**config.mk**
```make
export PLATFORM = sky130hd
export DESIGN_NAME = uic_top
export DESIGN_NICKNAME = d
export VERILOG_FILES = /design/src/design/uic_pkg.sv /design/src/design/uic_cnt_if.sv /design/src/design/uic_event_counter.sv /design/src/design/uic_timebase.sv /design/src/design/uic_top.sv
export SDC_FILE = /design/constraint.sdc
export NUM_CORES = 1
export LEC_CHECK = 0
export BUFFER_PORTS_ARGS = -buffer_cell sky130_fd_sc_hd__buf_4
export CAP_MARGIN = 10
export CORE_MARGIN = 2
export CORE_UTILIZATION = 45
export DETAILED_ROUTE_END_ITERATION = 10
export PLACE_DENSITY = 0.59
export SYNTH_ARGS = -nofsm -noshare
export SYNTH_HDL_FRONTEND = slang
export SYNTH_HIERARCHICAL = 1
export SYNTH_SLANG_ARGS = --single-unit
```
**constraint.sdc**
```tcl
create_clock -name i_mclk -period 5.15 [get_ports i_mclk]
set_clock_uncertainty 0.15 [all_clocks]
set_input_delay 1.03 -clock i_mclk [delete_from_list [all_inputs] [get_ports i_mclk]]
set_output_delay 1.03 -clock i_mclk [all_outputs]
set_load 0.02 [all_outputs]
```
**src/design/uic_pkg.sv**
```systemverilog
package uic_pkg;
  localparam int unsigned CLK_HZ = 125_000_000;
  localparam int unsigned CLK_NS = 1_000_000_000 / CLK_HZ;
  // A 0.5 us tick lets the 24-bit period count span about 8.4 s.
  localparam int unsigned TICK_NS = 500;
  localparam int unsigned TICK_CYC = TICK_NS / CLK_NS;
  localparam int unsigned GATE1_MS = 1000;
  localparam int unsigned GATE10_MS = 10000;
  localparam int unsigned GATE1_CYC = GATE1_MS * (CLK_HZ / 1000);
  localparam int unsigned GATE10_CYC = GATE10_MS * (CLK_HZ / 1000);
  localparam int unsigned CNT_W = 16;
  localparam int unsigned MEAS_W = 24;
  localparam logic [7:0] OFF_MODE = 8'h00;
  localparam logic [7:0] OFF_EDGE = 8'h04;
  localparam logic [7:0] OFF_CTRL = 8'h08;
  localparam logic [7:0] OFF_LEVEL = 8'h0C;
  localparam logic [7:0] OFF_CNT0 = 8'h10;
  localparam logic [7:0] OFF_CNT1 = 8'h14;
  localparam logic [7:0] OFF_CNT2 = 8'h18;
  localparam logic [7:0] OFF_LIM0 = 8'h1C;
  localparam logic [7:0] OFF_LIM1 = 8'h20;
  localparam logic [7:0] OFF_LIM2 = 8'h24;
  localparam logic [7:0] OFF_MEAS = 8'h28;
  localparam logic [2:0] MODE_DIG = 3'h0;
  localparam logic [2:0] MODE_IRQ = 3'h1;
  localparam logic [2:0] MODE_CNT = 3'h2;
  localparam logic [2:0] MODE_FREQ = 3'h3;
  localparam logic [2:0] MODE_PER = 3'h4;
  localparam logic [1:0] EDGE_RISE = 2'h1;
  localparam logic [1:0] EDGE_FALL = 2'h2;
  localparam logic [1:0] GATE_OFF = 2'h0;
  localparam logic [1:0] GATE_1S = 2'h1;
  localparam int unsigned CTRL_EN_POS = 0;
  localparam int unsigned CTRL_DN_POS = 3;
  localparam int unsigned CTRL_GATE_POS = 6;
  localparam int unsigned CTRL_MEN_POS = 8;
  localparam logic [31:0] MASK_MODE = 32'h0000_0FFF;
  localparam logic [31:0] MASK_EDGE = 32'h0000_00FF;
  localparam logic [31:0] MASK_CTRL = 32'h0000_01FF;
  localparam logic [31:0] RST_MODE = 32'h0000_0000;
  localparam logic [31:0] RST_EDGE = 32'h0000_0055;
  localparam logic [31:0] RST_CTRL = 32'h0000_0000;
  localparam logic [1:0] RESP_OKAY = 2'h0;
  localparam logic [1:0] RESP_SLVERR = 2'h2;
endpackage

```
**src/design/uic_cnt_if.sv**
```systemverilog
interface uic_cnt_if #(parameter int unsigned W = 16);
  logic en;
  logic load;
  logic down;
  logic step;
  logic [W-1:0] limit;
  logic [W-1:0] count;
  logic hit;
  modport ctl (output en, load, down, step, limit, input count, hit);
  modport cnt (input en, load, down, step, limit, output count, hit);
endinterface

```
**src/design/uic_event_counter.sv**
```systemverilog
module uic_event_counter #(
  parameter int unsigned W = uic_pkg::CNT_W
) (
  input wire logic i_mclk,
  input wire logic i_rstn,
  uic_cnt_if.cnt io_c
);
  typedef struct packed {
    logic [W-1:0] count;
    logic hit;
  } uic_ec_state_type;

  uic_ec_state_type q;
  uic_ec_state_type d;

  if (W < 2 || W > 32) begin : g_bad_w
    $error("uic_event_counter: W must lie in 2..32");
  end

  always_comb begin
    d = q;
    d.hit = 1'b0;
    if (io_c.load) begin
      d.count = io_c.down ? '1 : '0;
    end else if (io_c.en && io_c.step) begin
      d.count = io_c.down ? q.count - W'(1) : q.count + W'(1);
      d.hit = io_c.down ? (d.count == '0) : (d.count == io_c.limit);
    end
  end

  always_ff @(posedge i_mclk or negedge i_rstn) begin
    if (!i_rstn) begin
      q <= '0;
    end else begin
      q <= d;
    end
  end

  assign io_c.count = q.count;
  assign io_c.hit = q.hit;
endmodule

```
**src/design/uic_timebase.sv**
```systemverilog
module uic_timebase #(
  parameter int unsigned DIV = uic_pkg::TICK_CYC
) (
  input wire logic i_mclk,
  input wire logic i_rstn,
  output logic o_tick
);
  localparam int unsigned CW = $clog2(DIV);

  typedef struct packed {
    logic [CW-1:0] cnt;
    logic tick;
  } uic_tb_state_type;

  uic_tb_state_type q;
  uic_tb_state_type d;

  if (DIV < 2) begin : g_bad_div
    $error("uic_timebase: DIV must be at least 2");
  end

  always_comb begin
    d = q;
    d.tick = 1'b0;
    if (q.cnt == CW'(DIV - 1)) begin
      d.cnt = '0;
      d.tick = 1'b1;
    end else begin
      d.cnt = q.cnt + CW'(1);
    end
  end

  always_ff @(posedge i_mclk or negedge i_rstn) begin
    if (!i_rstn) begin
      q <= '0;
    end else begin
      q <= d;
    end
  end

  assign o_tick = q.tick;
endmodule

```
**src/design/uic_top.sv**
```systemverilog
// Functional notes
// - There are four universal inputs; inputs one and two serve interrupt, digital or counting, input four only interrupt or digital.
// - Only input three adds frequency counting and period measurement to those uses.
// - An input set for interrupts pulses its interrupt line on the configured edge.
// - A digital input pushes nothing; its level is seen only when software reads it.
// - Counting keeps up with pulses of at least 10 kHz.
// - Each event counter counts up from 0 to 65535 or down from 65535 to 0, one per edge.
// - Each counter has one limit; up counting interrupts at the limit, down counting at zero.
// - The frequency counter counts pulses within a gate interval and reports the total.
// - The gate interval is selectable as 0 (off), 1 s or 10 s.
// - The period counter counts fixed ticks between two rising edges, range 0 to 16777215.
//
// Local design decisions: the address map and the AXI4-Lite slave port.
module uic_top #(
  parameter int unsigned CNT_W = uic_pkg::CNT_W,
  parameter int unsigned MEAS_W = uic_pkg::MEAS_W,
  parameter int unsigned P_GATE1_CYC = uic_pkg::GATE1_CYC,
  parameter int unsigned P_GATE10_CYC = uic_pkg::GATE10_CYC
) (
  input wire logic i_mclk,
  input wire logic i_rstn,
  input wire logic i_axi_awvalid,
  output logic o_axi_awready,
  input wire logic [7:0] i_axi_awaddr,
  input wire logic i_axi_wvalid,
  output logic o_axi_wready,
  input wire logic [31:0] i_axi_wdata,
  input wire logic [3:0] i_axi_wstrb,
  output logic o_axi_bvalid,
  input wire logic i_axi_bready,
  output logic [1:0] o_axi_bresp,
  input wire logic i_axi_arvalid,
  output logic o_axi_arready,
  input wire logic [7:0] i_axi_araddr,
  output logic o_axi_rvalid,
  input wire logic i_axi_rready,
  output logic [31:0] o_axi_rdata,
  output logic [1:0] o_axi_rresp,
  input wire logic [3:0] i_uin,
  output logic [3:0] o_irq_edge,
  output logic [2:0] o_irq_limit,
  output logic o_irq_freq,
  output logic o_irq_period
);
  typedef struct packed {
    logic [31:0] mode;
    logic [31:0] edge_cfg;
    logic [31:0] ctrl;
    logic [2:0][CNT_W-1:0] lim;
    logic [3:0] uin_p;
    logic [2:0] en_p;
    logic aw_ok;
    logic [7:0] aw_a;
    logic w_ok;
    logic [31:0] w_d;
    logic [3:0] w_s;
    logic bv;
    logic [1:0] br;
    logic rv;
    logic [1:0] rr;
    logic [31:0] rd;
    logic [3:0] irq_e;
    logic [31:0] gate_cnt;
    logic [MEAS_W-1:0] pl_cnt;
    logic [MEAS_W-1:0] tk_cnt;
    logic [MEAS_W-1:0] meas;
    logic armed;
    logic irq_f;
    logic irq_p;
  } uic_state_type;

  localparam uic_state_type S_RST = '{
    mode: uic_pkg::RST_MODE,
    edge_cfg: uic_pkg::RST_EDGE,
    ctrl: uic_pkg::RST_CTRL,
    default: '0
  };

  if (CNT_W < 2 || CNT_W > 32 || MEAS_W < 2 || MEAS_W > 32) begin : g_bad_w
    $error("uic_top: counter widths must lie in 2..32");
  end
  if (P_GATE1_CYC < 2 || P_GATE10_CYC < 2) begin : g_bad_gate
    $error("uic_top: gate lengths must be at least two cycles");
  end

  function automatic logic [2:0] eff_mode(input int unsigned idx, input logic [2:0] m);
    logic [2:0] top;
    top = (idx == 2) ? uic_pkg::MODE_PER : (idx == 3) ? uic_pkg::MODE_IRQ : uic_pkg::MODE_CNT;
    eff_mode = (m <= top) ? m : uic_pkg::MODE_DIG;
  endfunction

  function automatic logic edge_hit(input logic [1:0] sel, input logic r, input logic f);
    edge_hit = (sel[0] && r) || (sel[1] && f);
  endfunction

  function automatic logic [31:0] merge(input logic [31:0] o, input logic [31:0] n,
                                        input logic [3:0] s);
    for (int b = 0; b < 4; b++) begin
      merge[8*b+:8] = s[b] ? n[8*b+:8] : o[8*b+:8];
    end
  endfunction

  function automatic logic known(input logic [7:0] a);
    known = (a[1:0] == 2'b00) && (a <= uic_pkg::OFF_MEAS);
  endfunction

  uic_state_type q;
  uic_state_type d;
  logic [3:0] rise;
  logic [3:0] fall;
  logic [3:0][2:0] eff;
  logic [2:0][CNT_W-1:0] cnt_val;
  logic [2:0] cnt_hit;
  logic [2:0] cnt_en;
  logic tick;
  logic [1:0] gate_sel;
  logic [31:0] gate_len;
  logic meas_on;
  logic [31:0] wv;
  logic [31:0] rv_word;

  assign rise = i_uin & ~q.uin_p;
  assign fall = ~i_uin & q.uin_p;
  assign gate_sel = q.ctrl[uic_pkg::CTRL_GATE_POS+:2];
  assign gate_len = (gate_sel == uic_pkg::GATE_1S) ? P_GATE1_CYC : P_GATE10_CYC;
  assign meas_on = q.ctrl[uic_pkg::CTRL_MEN_POS];

  uic_timebase #(
    .DIV(uic_pkg::TICK_CYC)
  ) u_tick (
    .i_mclk(i_mclk),
    .i_rstn(i_rstn),
    .o_tick(tick)
  );

  for (genvar g = 0; g < 4; g++) begin : g_in
    assign eff[g] = eff_mode(g, q.mode[3*g+:3]);
  end

  for (genvar g = 0; g < 3; g++) begin : g_cnt
    uic_cnt_if #(.W(CNT_W)) cif ();
    assign cnt_en[g] = q.ctrl[uic_pkg::CTRL_EN_POS + g] && (eff[g] == uic_pkg::MODE_CNT);
    assign cif.en = cnt_en[g];
    assign cif.load = cnt_en[g] && !q.en_p[g];
    assign cif.down = q.ctrl[uic_pkg::CTRL_DN_POS + g];
    assign cif.step = edge_hit(q.edge_cfg[2*g+:2], rise[g], fall[g]);
    assign cif.limit = q.lim[g];
    assign cnt_val[g] = cif.count;
    assign cnt_hit[g] = cif.hit;
    uic_event_counter #(
      .W(CNT_W)
    ) u_cnt (
      .i_mclk(i_mclk),
      .i_rstn(i_rstn),
      .io_c(cif)
    );
  end

  always_comb begin
    case ({i_axi_araddr[7:2], 2'b00})
      uic_pkg::OFF_MODE: rv_word = q.mode;
      uic_pkg::OFF_EDGE: rv_word = q.edge_cfg;
      uic_pkg::OFF_CTRL: rv_word = q.ctrl;
      uic_pkg::OFF_LEVEL: rv_word = {28'h000_0000, i_uin};
      uic_pkg::OFF_CNT0: rv_word = 32'(cnt_val[0]);
      uic_pkg::OFF_CNT1: rv_word = 32'(cnt_val[1]);
      uic_pkg::OFF_CNT2: rv_word = 32'(cnt_val[2]);
      uic_pkg::OFF_LIM0: rv_word = 32'(q.lim[0]);
      uic_pkg::OFF_LIM1: rv_word = 32'(q.lim[1]);
      uic_pkg::OFF_LIM2: rv_word = 32'(q.lim[2]);
      uic_pkg::OFF_MEAS: rv_word = 32'(q.meas);
      default: rv_word = 32'h0000_0000;
    endcase
  end

  assign o_axi_awready = !q.aw_ok && !q.bv;
  assign o_axi_wready = !q.w_ok && !q.bv;
  assign o_axi_arready = !q.rv;

  always_comb begin
    d = q;
    d.uin_p = i_uin;
    d.en_p = cnt_en;
    d.irq_f = 1'b0;
    d.irq_p = 1'b0;
    wv = 32'h0000_0000;
    for (int i = 0; i < 4; i++) begin
      d.irq_e[i] = (eff[i] == uic_pkg::MODE_IRQ) &&
                   edge_hit(q.edge_cfg[2*i+:2], rise[i], fall[i]);
    end
    if (eff[2] == uic_pkg::MODE_FREQ && meas_on && gate_sel != uic_pkg::GATE_OFF) begin
      d.gate_cnt = q.gate_cnt + 32'h0000_0001;
      if (rise[2] && q.pl_cnt != '1) begin
        d.pl_cnt = q.pl_cnt + MEAS_W'(1);
      end
      if (q.gate_cnt == gate_len - 32'h0000_0001) begin
        d.meas = d.pl_cnt;
        d.pl_cnt = '0;
        d.gate_cnt = 32'h0000_0000;
        d.irq_f = 1'b1;
      end
    end else if (eff[2] == uic_pkg::MODE_PER && meas_on) begin
      if (tick && q.tk_cnt != '1) begin
        d.tk_cnt = q.tk_cnt + MEAS_W'(1);
      end
      if (rise[2]) begin
        if (q.armed) begin
          d.meas = q.tk_cnt;
          d.irq_p = 1'b1;
        end
        d.tk_cnt = '0;
        d.armed = 1'b1;
      end
    end else begin
      d.gate_cnt = 32'h0000_0000;
      d.pl_cnt = '0;
      d.tk_cnt = '0;
      d.armed = 1'b0;
    end
    // Address and data may arrive in either order; each is held until both are in.
    if (i_axi_awvalid && o_axi_awready) begin
      d.aw_ok = 1'b1;
      d.aw_a = i_axi_awaddr;
    end
    if (i_axi_wvalid && o_axi_wready) begin
      d.w_ok = 1'b1;
      d.w_d = i_axi_wdata;
      d.w_s = i_axi_wstrb;
    end
    if (q.bv && i_axi_bready) begin
      d.bv = 1'b0;
    end
    if (d.aw_ok && d.w_ok && !q.bv) begin
      d.aw_ok = 1'b0;
      d.w_ok = 1'b0;
      d.bv = 1'b1;
      d.br = known(d.aw_a) ? uic_pkg::RESP_OKAY : uic_pkg::RESP_SLVERR;
      // A refused address selects no register, so an unaligned write cannot land in MODE.
      case (known(d.aw_a) ? d.aw_a : 8'hFF)
        uic_pkg::OFF_MODE: begin
          wv = merge(q.mode, d.w_d, d.w_s);
          d.mode = wv & uic_pkg::MASK_MODE;
        end
        uic_pkg::OFF_EDGE: begin
          wv = merge(q.edge_cfg, d.w_d, d.w_s);
          d.edge_cfg = wv & uic_pkg::MASK_EDGE;
        end
        uic_pkg::OFF_CTRL: begin
          wv = merge(q.ctrl, d.w_d, d.w_s);
          d.ctrl = wv & uic_pkg::MASK_CTRL;
        end
        uic_pkg::OFF_LIM0: begin
          wv = merge(32'(q.lim[0]), d.w_d, d.w_s);
          d.lim[0] = wv[CNT_W-1:0];
        end
        uic_pkg::OFF_LIM1: begin
          wv = merge(32'(q.lim[1]), d.w_d, d.w_s);
          d.lim[1] = wv[CNT_W-1:0];
        end
        uic_pkg::OFF_LIM2: begin
          wv = merge(32'(q.lim[2]), d.w_d, d.w_s);
          d.lim[2] = wv[CNT_W-1:0];
        end
        default: begin
          wv = 32'h0000_0000;
        end
      endcase
    end
    if (q.rv && i_axi_rready) begin
      d.rv = 1'b0;
    end
    if (i_axi_arvalid && o_axi_arready) begin
      d.rv = 1'b1;
      d.rd = known(i_axi_araddr) ? rv_word : 32'h0000_0000;
      d.rr = known(i_axi_araddr) ? uic_pkg::RESP_OKAY : uic_pkg::RESP_SLVERR;
    end
  end

  always_ff @(posedge i_mclk or negedge i_rstn) begin
    if (!i_rstn) begin
      q <= S_RST;
    end else begin
      q <= d;
    end
  end

  assign o_axi_bvalid = q.bv;
  assign o_axi_bresp = q.br;
  assign o_axi_rvalid = q.rv;
  assign o_axi_rdata = q.rd;
  assign o_axi_rresp = q.rr;
  assign o_irq_edge = q.irq_e;
  assign o_irq_limit = cnt_hit;
  assign o_irq_freq = q.irq_f;
  assign o_irq_period = q.irq_p;
endmodule

```
==> results of run 1 <==
-- stage by stage --
stage / cells / setup slack [ns] / utilization
final: 2590 / 1.17 / 0.507
after detailed placement: 2524 / 1.23 / 0.479
after global routing: 2589 / 0.743 / 0.507
after floorplan: 2013 / 1.61 / -
after CTS: 2588 / 1.19 / 0.507
after global placement: 2524 / 1.28 / 0.479
-- critical path, delay by kind of cell (launching register included) --
family                   cells  cell delay, ns
XOR/XNOR                     1            0.20
flip-flops                   1            0.73
adder cells (fa/ha/maj)      1            0.42
AND/OR/NAND/NOR              2            0.74
AO/OA/AOI/OAI                4            1.27
buffers and inverters        1            0.33
-- how the worst max path moves through the flow --
| stage | from | end | slack (ns) | cells after the start |
|---|---|---|---|---|
| after floorplan | g_cnt[1].cif.down$_DFFE_PN0P_ | g_cnt[1].u_cnt/io_c.hit$_DFF_PN0_ | 1.61 | 9 |
| after global placement | g_cnt[1].cif.down$_DFFE_PN0P_ | g_cnt[1].u_cnt/io_c.hit$_DFF_PN0_ | 1.28 | 9 |
| after detailed placement | g_cnt[1].cif.down$_DFFE_PN0P_ | g_cnt[1].u_cnt/io_c.hit$_DFF_PN0_ | 1.23 | 9 |
| after CTS | g_cnt[1].cif.down$_DFFE_PN0P_ | g_cnt[1].u_cnt/io_c.hit$_DFF_PN0_ | 1.19 | 9 |
| after global routing | g_cnt[1].cif.down$_DFFE_PN0P_ | g_cnt[1].u_cnt/io_c.hit$_DFF_PN0_ | 0.74 | 9 |
| final | g_cnt[1].cif.down$_DFFE_PN0P_ | g_cnt[1].u_cnt/io_c.hit$_DFF_PN0_ | 1.17 | 9 |
-- cells in the final DEF (no fill, tap or decap), types with 18 or more instances in the layout --
cell type  count
a211oi_1      27
a21o_1        25
a21oi_1      118
a22o_1        26
a22oi_1       18
a31oi_1       57
and2_1        18
and3_1        40
buf_4        116
clkbuf_16     37
dfrtp_1      305
ha_1          50
inv_1         38
mux2_2       106
mux2i_1       33
nand2_1      141
nand3_1       67
nand4_1       42
nor2_1       186
nor2b_1       18
nor3_1        44
o21ai_0       86
or3_1         21
xnor2_1       60
xor2_1        55
-- cell type report --
type                            count  area [um2]  area share
Multi-Input combinational cell   1520       10700       0.502
Clock buffer                       52        1040      0.0487
Clock inverter                     12         139     0.00650
Timing Repair Buffer              119         921      0.0431
Sequential cell                   309        7740       0.362
Inverter                           38         143     0.00667
Tap cell                          539         674      0.0315
Antenna cell                        1        2.50    0.000117
-- sequential cells by signal, summed over array words and instances, names as in the netlist --
signal                  cells
g_cnt.cif.limit            48
u_tick/o_tick               1
u_tick/q                    6
q                         163
g_cnt.u_cnt/io_c.count     48
o_axi_bresp                 1
g_cnt.cif.down              3
g_cnt.u_cnt/io_c.hit        3
o_irq_freq                  1
meas_on                     1
gate_sel                    2
o_irq_period                1
o_irq_edge                  4
o_axi_bvalid                1
o_axi_rresp                 1
o_axi_rdata                24
o_axi_rvalid                1
-- where the power goes --
group	switching, W	leakage (nW)	internal [W]
combinational	0.00123	4.58	0.000803
clock	0.00107	0.580	0.00152
sequential	0.000239	4.08	0.00267
total	0.00255	9.23	0.00499
-- metal layers --
layer | global-route usage | wire length [um] | vias to the layer above
li1 | - | - | 7488
met1 | 0.378 | 26500 | 8007
met2 | 0.444 | 28000 | 463
met3 | 0.0358 | 3090 | 112
met4 | 0.111 | 2350 | 0
met5 | 0 | 0 | -
-- cell families after synthesis --
family	count (synthesis)	synth area share
compound gates	517	0.189
mux	153	0.0955
buf+inv	184	0.0456
simple gates	669	0.176
xor+xnor	118	0.0559
flops	309	0.402
fa+ha+maj	53	0.0356
other cells	1	0.000195
==> impl_table.tex, run 1 <==
\begin{tabular}{lr}
\hline
Metric & Value \\
\hline
\multicolumn{2}{l}{\textbf{Global routing}} \\
Via count of the first global-routing pass & 15800 \\
Final global-route overflow total & 0 \\
Pin count of the biggest net entering global routing & 101 \\
Global-route wire length before repair & 94700 um \\
Total track usage & 0.276 \\
Number of antenna violations at the first check in global routing & 0 \\
\multicolumn{2}{l}{\textbf{Power and ir drop}} \\
Worst IR drop on VDD & 232 uV \\
Areal power density over the cells & 352 nW/um2 \\
Leakage dissipation & 9.23 nW \\
Final Total Pwr & 0.00753 W \\
\multicolumn{2}{l}{\textbf{Synth}} \\
Most used standard cell by instance count after synthesis & dfrtp\_1 \\
Synth unique cells & 96 \\
Warnings from Yosys & 6 \\
Number of instances in the synthesized netlist & 2004 \\
Part of the Yosys area used for sequential elements & 0.402 \\
Count of flip-flops with a built-in enable after synthesis & 0 \\
Synthesis-stage register bit count & 309 \\
Dominant cell type by area after synthesis & dfrtp\_1 \\
Most frequent cells after synthesis & 305 x dfrtp\_1, 187 x nor2\_1, 141 x nand2\_1 \\
Proportion of netlist area held by the largest area contributor & 0.396 \\
Ys flop type & dfrtp\_1 \\
Top cells by area, synth & dfrtp\_1 40\%, mux2\_2 6.2\%, nor2\_1 3.6\% \\
Asr flop ratio synth & 1.00 \\
Post-Syn Area & 19300 um2 \\
Syn\_area\_per\_cell & 9.61 um2 \\
\multicolumn{2}{l}{\textbf{CTS}} \\
CTS sink count & 309 \\
Total number of H-tree levels & 2 \\
Number of buffers on the longest clock path & 3 \\
CTS resizes & 0 \\
CTS Hold Buffers Added & 0 \\
TritonCTS clock tree & done \\
Clk pin slew, worst setup/hold paths & 0.06 ns \\
Post-CTS Repair Setup Buffers & 0 \\
CTS Root Buffer Type & clkbuf\_16 \\
Clock network latency to the later pin of the worst-skew pair & 0.58 ns \\
Number of buffers inserted during clock tree synthesis & 37 \\
\multicolumn{2}{l}{\textbf{Place}} \\
Post-detail-place hpwl & 44400 um \\
Count of buffers inserted at the top-level ports & 84 \\
Routability Congestion & 0.918 \\
Placed Area & 20200 um2 \\
\multicolumn{2}{l}{\textbf{STA}} \\
Actual transition at the worst max-transition pin & 1.20 ns \\
TNS Setup & 0 ns \\
Share of the clock period used by the worst path after layout & 0.773 \\
Setup repair after global routing missed its margin & no \\
Worst Hold Margin & 0.321 ns \\
Final Hold Fails & 0 \\
Number of pins exceeding their max-slew limit in the final report & 0 \\
Final critical-path required period & 3.98 ns \\
Count of endpoints failing setup in the final report & 0 \\
Achievable clock frequency & 251 MHz \\
Max\_slew headroom & 0.193 \\
\multicolumn{2}{l}{\textbf{Drt}} \\
Pre-Repair DR Iteration Count & 5 \\
Number of remaining DRC errors & 0 \\
Average wire per standard cell & 23.1 um \\
Number of DRC markers in iteration 0 & 1199 \\
Routed Antenna Nets & 0 \\
Detailed-route wire length & 59900 um \\
Detailed-route via count & 16100 \\
Routed via count divided by cell count & 6.20 \\
\multicolumn{2}{l}{\textbf{Die}} \\
Boundary Pins & 113 \\
Die Y-Extent & 211 um \\
Core area & 42100 um2 \\
Full die area & 44500 um2 \\
Placement Rows & 75 \\
Die boundary width & 211 um \\
Starting density of the core & 0.457 \\
\multicolumn{2}{l}{\textbf{Critical path}} \\
Arrival time of the worst setup path & 4.28 ns \\
Maximum single-stage delay on the critical path & 0.73 ns \\
Length in cells of the worst reg-to-reg path & 9 \\
CP cell instances & buf\_4, ha\_1, o21ai\_1, o21bai\_1, a2111oi\_0, nor2\_1, xor2\_1, or4\_1, o32ai\_2 \\
Worst reg2reg path startpoint & g\_cnt[1].cif.down\$\_DFFE\_PN0P\_ \\
Largest fanout on the critical path & 14 \\
Required @ worst endpoint & 5.45 ns \\
Worst setup SP type & register \\
Critical R2R Capture & g\_cnt[1].u\_cnt/io\_c.hit\$\_DFF\_PN0\_ \\
Worst setup path category & reg2reg \\
Cell with the largest stage delay on the worst path & dfrtp\_1 \\
Setup crit end kind & register \\
Register-to-register setup slack & 1.17 ns \\
\multicolumn{2}{l}{\textbf{Layout}} \\
Final-layout fill cell count & 3926 \\
Synthesis-to-finish area growth & 11.0\% \\
Final Instance Area & 21400 um2 \\
Ratio of cells with drive above 1 in the final layout & 0.173 \\
Net total in the final layout & 2141 \\
\multicolumn{2}{l}{\textbf{Min path}} \\
Min-Delay Endpoint & q[193]\$\_DFF\_PN0\_ \\
Number of cells on the worst hold path & 2 \\
Hold WC Path Type & reg2reg \\
Worst Min Path Start & q[193]\$\_DFF\_PN0\_ \\
\multicolumn{2}{l}{\textbf{Job}} \\
Max cap viols & 0 \\
\multicolumn{2}{l}{\textbf{Status}} \\
Result of the run & complete, no violations \\
\hline
\end{tabular}
Note: power is estimated with default switching activity, not from simulation.
==> inputs of run 2 (changes only) <==
==> constraint.sdc (replaced) <==
create_clock -name i_mclk -period 3.7 [get_ports i_mclk]
set_clock_uncertainty 0.15 [all_clocks]
set_input_delay 0.74 -clock i_mclk [delete_from_list [all_inputs] [get_ports i_mclk]]
set_output_delay 0.74 -clock i_mclk [all_outputs]
set_load 0.02 [all_outputs]
==> impl_table.tex, run 2 (synthesis gave the netlist of run 1 again) <==
\begin{tabular}{lr}
\hline
Metric & Value \\
\hline
\multicolumn{2}{l}{\textbf{STA}} \\
Count of endpoints failing setup in the final report & 0 (unchanged) \\
Setup repair after global routing missed its margin & no \\
Smallest setup slack after layout & 0.133 ns (-1.04 ns) \\
Final critical-path required period & 3.57 ns (-0.415 ns) \\
Number of pins exceeding their max-slew limit in the final report & 0 (unchanged) \\
Max\_slew headroom & 0.186 (-0.00703) \\
Final Hold Fails & 0 (unchanged) \\
Achievable clock frequency & 280 MHz (+12\%) \\
Share of the clock period used by the worst path after layout & 0.964 (+0.191) \\
Actual transition at the worst max-transition pin & 1.22 ns (+0.0105 ns) \\
TNS Setup & 0 ns (unchanged) \\
\multicolumn{2}{l}{\textbf{Status}} \\
Result of the run & complete, no violations \\
\multicolumn{2}{l}{\textbf{CTS}} \\
Number of buffers inserted during clock tree synthesis & 37 (unchanged) \\
Clk pin slew, worst setup/hold paths & 0.06 ns (about the same) \\
Total number of H-tree levels & 2 (unchanged) \\
CTS sink count & 309 (unchanged) \\
CTS Hold Buffers Added & 0 (unchanged) \\
Number of buffers on the longest clock path & 3 (unchanged) \\
Clock network latency to the later pin of the worst-skew pair & 0.55 ns (-0.03 ns) \\
CTS Root Buffer Type & clkbuf\_16 \\
Post-CTS Repair Setup Buffers & 0 (unchanged) \\
TritonCTS clock tree & done \\
\multicolumn{2}{l}{\textbf{Critical path}} \\
Worst setup path category & reg2reg \\
CP cell instances & buf\_4, fa\_1, a21o\_1, a21o\_1, a21oi\_2, o22ai\_1, or4\_1, or4\_1, o32ai\_2 \\
Worst path top cell family by delay & simple AND/OR/NAND/NOR gates \\
Buffer and inverter count on the worst path & 1 (unchanged) \\
Worst setup SP type & register \\
Maximum single-stage delay on the critical path & 0.58 ns (-0.15 ns) \\
CP startpoint & g\_cnt[1].cif.down\$\_DFFE\_PN0P\_ \\
Arrival time of the worst setup path & 3.85 ns (-0.43 ns) \\
Cell with the largest stage delay on the worst path & or4\_1 \\
Worst reg2reg path startpoint & g\_cnt[1].cif.down\$\_DFFE\_PN0P\_ \\
Required @ worst endpoint & 3.98 ns (-1.47 ns) \\
Setup crit end kind & register \\
Largest fanout on the critical path & 7 (-7) \\
\multicolumn{2}{l}{\textbf{Drt}} \\
Routed Antenna Nets & 0 (unchanged) \\
Average wire per standard cell & 22.7 um (-1.6\%) \\
Pre-Repair DR Iteration Count & 5 (unchanged) \\
Number of remaining DRC errors & 0 (unchanged) \\
Detailed-route wire length & 61300 um (+2.3\%) \\
Routed via count divided by cell count & 6.12 (-1.4\%) \\
Number of DRC markers in iteration 0 & 1400 (+17\%) \\
Detailed-route via count & 16500 (+2.6\%) \\
\multicolumn{2}{l}{\textbf{Power and ir drop}} \\
Switching power of the nets & 0.00361 W (+42\%) \\
Fraction of power spent switching nets & 0.336 (-0.00202) \\
Leakage dissipation & 9.76 nW (+5.7\%) \\
Combinational group share of total power & 0.290 (+0.020) \\
Clock power frac & 0.336 (-0.008) \\
Areal power density over the cells & 484 nW/um2 (+37\%) \\
Int Power & 0.00714 W (+43\%) \\
Worst IR drop on VDD & 313 uV (+35\%) \\
Share of power burned in registers & 0.374 (-0.012) \\
\multicolumn{2}{l}{\textbf{Layout}} \\
Ratio of cells with drive above 1 in the final layout & 0.215 (+0.0416) \\
Diodes inserted & 0 (-1) \\
Largest register FFs & 163 (unchanged) \\
Synthesis-to-finish area growth & 15.4\% \\
Register name with the most flops & q \\
Final-layout fill cell count & 3813 (-2.9\%) \\
Net total in the final layout & 2246 (+4.9\%) \\
Most common cell after layout, fill and taps aside & dfrtp\_1 \\
Combined flip-flop and latch cell area & 7740 um2 (about the same) \\
Highest-count cells in the layout ignoring fill and taps & 304 x dfrtp\_1, 218 x buf\_4, 186 x nor2\_1 \\
Area occupied by multi-input gates & 10700 um2 (about the same) \\
End-of-flow core utilization & 0.527 (+0.0199) \\
\multicolumn{2}{l}{\textbf{Global routing}} \\
Total track usage & 0.281 (+0.00497) \\
Pin count of the biggest net entering global routing & 101 (unchanged) \\
Final global-route overflow total & 0 (unchanged) \\
Via count of the first global-routing pass & 16100 (+2.1\%) \\
Global-route wire length before repair & 95600 um (+0.98\%) \\
Number of antenna violations at the first check in global routing & 1 (+1) \\
\multicolumn{2}{l}{\textbf{Die}} \\
Core area & 42100 um2 (unchanged) \\
Die Y-Extent & 211 um (unchanged) \\
Boundary Pins & 113 (unchanged) \\
Placement Rows & 75 (unchanged) \\
Die boundary width & 211 um (unchanged) \\
Starting density of the core & 0.457 (unchanged) \\
Full die area & 44500 um2 (unchanged) \\
\multicolumn{2}{l}{\textbf{Place}} \\
Dpl ws & 0.173 ns (-1.06 ns) \\
Count of buffers inserted at the top-level ports & 84 (unchanged) \\
Post-detail-place hpwl & 46500 um (+4.9\%) \\
Routability Congestion & 0.945 (+2.9\%) \\
\multicolumn{2}{l}{\textbf{Min path}} \\
Hold WC Path Type & in2async \\
\multicolumn{2}{l}{\textbf{Job}} \\
Max cap viols & 0 (unchanged) \\
\hline
\end{tabular}
==> run 2: layout make-up <==
class,instances,area share
Clock buffer,53,0.0475
Multi-Input combinational cell,1520,0.483
Inverter,38,0.00642
Clock inverter,12,0.00574
Sequential cell,309,0.348
Timing Repair Buffer,224,0.0788
Tap cell,539,0.0304
==> run 2: power groups by stage <==
| stage | registers, W | clock network (W) | logic, W |
|---|---|---|---|
| global placement | 0.00406 | 0 | 0.00303 |
| CTS | 0.00402 | 0.00369 | 0.00308 |
| global route | 0.00405 | 0.00381 | 0.00337 |
| detailed placement | 0.00407 | 0 | 0.00306 |
| finish | 0.00402 | 0.00362 | 0.00311 |
| floorplan | 0.00396 | 0 | 0.00198 |
==> run 2: path summary, 6_finish.rpt <==
kind / endpoint / slack [ns] / cells past startpoint
max in group asynchronous: o_axi_rdata[12]$_DFFE_PN0P_ / 2.43 / 2
worst max-delay path: g_cnt[1].u_cnt/io_c.hit$_DFF_PN0_ / 0.13 / 9
worst min register to register: q[187]$_DFF_PN0_ / 0.33 / 2
worst min-delay path: q[89]$_DFFE_PN0P_ / 0.08 / 1
min in group i_mclk: q[199]$_DFF_PN0_ / 0.18 / 1
worst max register to register: g_cnt[1].u_cnt/io_c.hit$_DFF_PN0_ / 0.13 / 9
==> run 2: timing repair <==
action | CTS | global route
setup endpoints to repair | 0 | 1
resized for setup | 0 | 3
endpoints found under the hold margin | 0 | 0
==> run 2: routing by layer <==
metal  share of wire  routed length, um  vias to the layer above  GRT usage
li1                -                  -                     7690          -
met1            0.44              26700                     8176      0.383
met2            0.47              28600                      491      0.452
met3           0.052               3220                      128     0.0335
met4           0.045               2730                        2      0.123
met5         0.00021                 13                        -          0
==> run 2: stage by stage <==
step	cell area [um2]	hold WS, ns	total power [W]	cells
2_1_floorplan	19300	0.290	0.00594	2013
3_5_place_dp	21000	0.314	0.00714	2630
6_report	22200	0.0844	0.0107	2695
4_1_cts	22200	0.123	0.0108	2695
3_3_place_gp	21000	0.306	0.00709	2630
5_1_grt	22200	0.153	0.0112	2695
==> inputs of run 3 (changes only) <==
--- a/config.mk
+++ b/config.mk
@@ -10,7 +10,7 @@
 export CORE_MARGIN = 2
 export CORE_UTILIZATION = 45
 export DETAILED_ROUTE_END_ITERATION = 10
-export PLACE_DENSITY = 0.59
+export PLACE_DENSITY = 0.61
 export SYNTH_ARGS = -nofsm -noshare
 export SYNTH_HDL_FRONTEND = slang
 export SYNTH_HIERARCHICAL = 1
==> constraint.sdc (replaced) <==
create_clock -name i_mclk -period 3.28 [get_ports i_mclk]
set_clock_uncertainty 0.15 [all_clocks]
set_input_delay 0.656 -clock i_mclk [delete_from_list [all_inputs] [get_ports i_mclk]]
set_output_delay 0.656 -clock i_mclk [all_outputs]
set_load 0.02 [all_outputs]
==> impl_table.tex, run 3 (synthesis gave the netlist of run 1 again) <==
\begin{tabular}{lr}
\hline
Metric & Value \\
\hline
\multicolumn{2}{l}{\textbf{STA}} \\
TNS Setup & -0.00875 ns (-0.00875 ns) \\
Final Hold Fails & 0 (unchanged) \\
Actual transition at the worst max-transition pin & 1.19 ns (-0.0247 ns) \\
Smallest setup slack after layout & -0.00875 ns (-0.141 ns) \\
Max\_slew headroom & 0.204 (+0.0183) \\
Share of the clock period used by the worst path after layout & 1.00 (+0.0385) \\
Final critical-path required period & 3.29 ns (-0.279 ns) \\
Number of pins exceeding their max-slew limit in the final report & 0 (unchanged) \\
Count of endpoints failing setup in the final report & 1 (+1) \\
Setup repair after global routing missed its margin & yes \\
Achievable clock frequency & 304 MHz (+8.5\%) \\
\multicolumn{2}{l}{\textbf{Drt}} \\
Number of DRC markers in iteration 0 & 1277 (-8.8\%) \\
Average wire per standard cell & 22.3 um (-2.0\%) \\
Detailed-route wire length & 60900 um (-0.59\%) \\
Detailed-route via count & 16700 (+1.1\%) \\
Routed via count divided by cell count & 6.09 (-0.37\%) \\
Pre-Repair DR Iteration Count & 6 (+1) \\
Routed Antenna Nets & 0 (unchanged) \\
Number of remaining DRC errors & 0 (unchanged) \\
\multicolumn{2}{l}{\textbf{CTS}} \\
CTS sink count & 309 (unchanged) \\
Clk pin slew, worst setup/hold paths & 0.06 ns (about the same) \\
CTS Root Buffer Type & clkbuf\_16 \\
Clock network latency to the later pin of the worst-skew pair & 0.56 ns (about the same) \\
Number of buffers inserted during clock tree synthesis & 37 (unchanged) \\
TritonCTS clock tree & done \\
Total number of H-tree levels & 2 (unchanged) \\
Number of buffers on the longest clock path & 3 (unchanged) \\
\multicolumn{2}{l}{\textbf{Critical path}} \\
Buffer and inverter count on the worst path & 1 (unchanged) \\
Setup crit end kind & register \\
Cell with the largest stage delay on the worst path & dfrtp\_4 \\
Largest fanout on the critical path & 6 (-1) \\
Worst setup SP type & register \\
Worst setup path category & reg2reg \\
Worst path top cell family by delay & compound AO/OA/AOI/OAI gates \\
Arrival time of the worst setup path & 3.59 ns (-0.26 ns) \\
Maximum single-stage delay on the critical path & 0.53 ns (-0.05 ns) \\
Required @ worst endpoint & 3.58 ns (-0.40 ns) \\
CP cell instances & buf\_4, ha\_4, a21o\_1, a221o\_2, a311o\_1, and3\_4, xnor3\_1, or4\_4, o32ai\_2 \\
\multicolumn{2}{l}{\textbf{Global routing}} \\
Number of antenna violations at the first check in global routing & 1 (unchanged) \\
Pin count of the biggest net entering global routing & 106 (+5.0\%) \\
GR Util met2 & 0.445 (-0.00660) \\
Met1 track demand over resource in global routing & 0.377 (-0.00552) \\
Global route hottest layer & met2 \\
Final global-route overflow total & 0 (unchanged) \\
Total track usage & 0.276 (-0.00428) \\
Met3 track utilization from global routing & 0.0333 (-0.000149) \\
Global-route wire length before repair & 94900 um (-0.78\%) \\
Via count of the first global-routing pass & 16100 (+0.19\%) \\
\multicolumn{2}{l}{\textbf{Place}} \\
Routability Congestion & 0.954 (+1.0\%) \\
Post-detail-place hpwl & 45500 um (-2.2\%) \\
Dpl ws & -0.285 ns (-0.458 ns) \\
Count of buffers inserted at the top-level ports & 84 (unchanged) \\
Placed Area & 21400 um2 (+1.6\%) \\
Post-placement cell count & 2658 (+1.1\%) \\
\multicolumn{2}{l}{\textbf{Die}} \\
Core area & 42100 um2 (unchanged) \\
Boundary Pins & 113 (unchanged) \\
Full die area & 44500 um2 (unchanged) \\
Starting density of the core & 0.457 (unchanged) \\
Die boundary width & 211 um (unchanged) \\
Placement Rows & 75 (unchanged) \\
Die Y-Extent & 211 um (unchanged) \\
\multicolumn{2}{l}{\textbf{Layout}} \\
Finished Layout Cells & 2734 (+1.4\%) \\
Net total in the final layout & 2284 (+1.7\%) \\
Ratio of cells with drive above 1 in the final layout & 0.249 (+0.0340) \\
Highest-count cells in the layout ignoring fill and taps & 304 x dfrtp\_1, 246 x buf\_4, 185 x nor2\_1 \\
Final Instance Area & 23000 um2 (+3.7\%) \\
Largest register FFs & 163 (unchanged) \\
Diodes inserted & 0 (unchanged) \\
Register name with the most flops & q \\
Synthesis-to-finish area growth & 19.6\% \\
Most common cell after layout, fill and taps aside & dfrtp\_1 \\
\multicolumn{2}{l}{\textbf{Power and ir drop}} \\
Areal power density over the cells & 554 nW/um2 (+15\%) \\
Leakage dissipation & 10.0 nW (+2.9\%) \\
Worst IR drop on VDD & 292 uV (-6.5\%) \\
\multicolumn{2}{l}{\textbf{Status}} \\
Result of the run & finished with violations \\
Violations in the final reports & setup timing \\
\multicolumn{2}{l}{\textbf{Job}} \\
Max cap viols & 0 (unchanged) \\
\multicolumn{2}{l}{\textbf{Min path}} \\
Hold WC Path Type & in2reg \\
\hline
\end{tabular}
[run 3: changes by cell type in the layout (fill, tap and decap cells not counted), sizes merged]
cell         previous run  this run
buf                   224       261
bufinv                  2         4
clkinv                  4         3
dlygate4sd3             0         1
[run 3: layer usage]
metal / wire [um] / vias up
met5: 0 / -
met4: 2500 / 0
met3: 3100 / 119
met2: 28700 / 508
met1: 26600 / 8267
li1: - / 7769
[run 3: power by group]
group / switching, W / internal (W) / total (W)
Clock: 0.00172 / 0.00266 / 0.00438
Combinational: 0.00218 / 0.00169 / 0.00387
Sequential: 0.000327 / 0.00420 / 0.00452
[run 3: layout make-up]
class	count	area [um2]
well taps	539	674
clock buffers	53	1100
multi-input cells	1520	11100
inverters	38	143
fillers	3796	19100
repair buffers	262	2130
flip-flops and latches	309	7740
clock inverters	13	194
[run 3: worst reg2reg max path, stage by stage (launching register included)]
cell and delay [ns]:
dfrtp_4 0.53, buf_4 0.16, ha_4 0.23, a21o_1 0.21, a221o_2 0.42, a311o_1 0.32
and3_4 0.20, xnor3_1 0.19, or4_4 0.52, o32ai_2 0.26
[run 3: stage by stage]
step	utilization	power [W]	hold slack, ns
2_1_floorplan	-	0.00672	0.210
3_3_place_gp	0.507	0.00816	0.304
3_5_place_dp	0.507	0.00822	0.312
4_1_cts	0.542	0.0127	0.0822
5_1_grt	0.547	0.0133	0.0878
6_report	0.547	0.0128	0.108
[run 3: worst paths after layout]
check | start | to | slack, ns | depth (start not counted)
min in group asynchronous | i_rstn | q[104]$_DFFE_PN0P_ | 0.41 | 2
min reg2reg | q[192]$_DFF_PN0_ | q[192]$_DFF_PN0_ | 0.32 | 2
max reg2reg | g_cnt[1].cif.down$_DFFE_PN0P_ | g_cnt[1].u_cnt/io_c.hit$_DFF_PN0_ | -0.009 | 9
max | g_cnt[1].cif.down$_DFFE_PN0P_ | g_cnt[1].u_cnt/io_c.hit$_DFF_PN0_ | -0.009 | 9
max in group asynchronous | i_rstn | q[25]$_DFFE_PN0P_ | 1.69 | 3
min | i_uin[3] | q[201]$_DFF_PN0_ | 0.11 | 1
[run 3: timing repair]
action | CTS | global route
endpoints found under the hold margin | 31 | 0
setup endpoints to repair | 2 | 5
gates resized for setup | 25 | 30
hold buffers | 1 | 0
pin swaps | 11 | 15
buffers inserted | 5 | 4
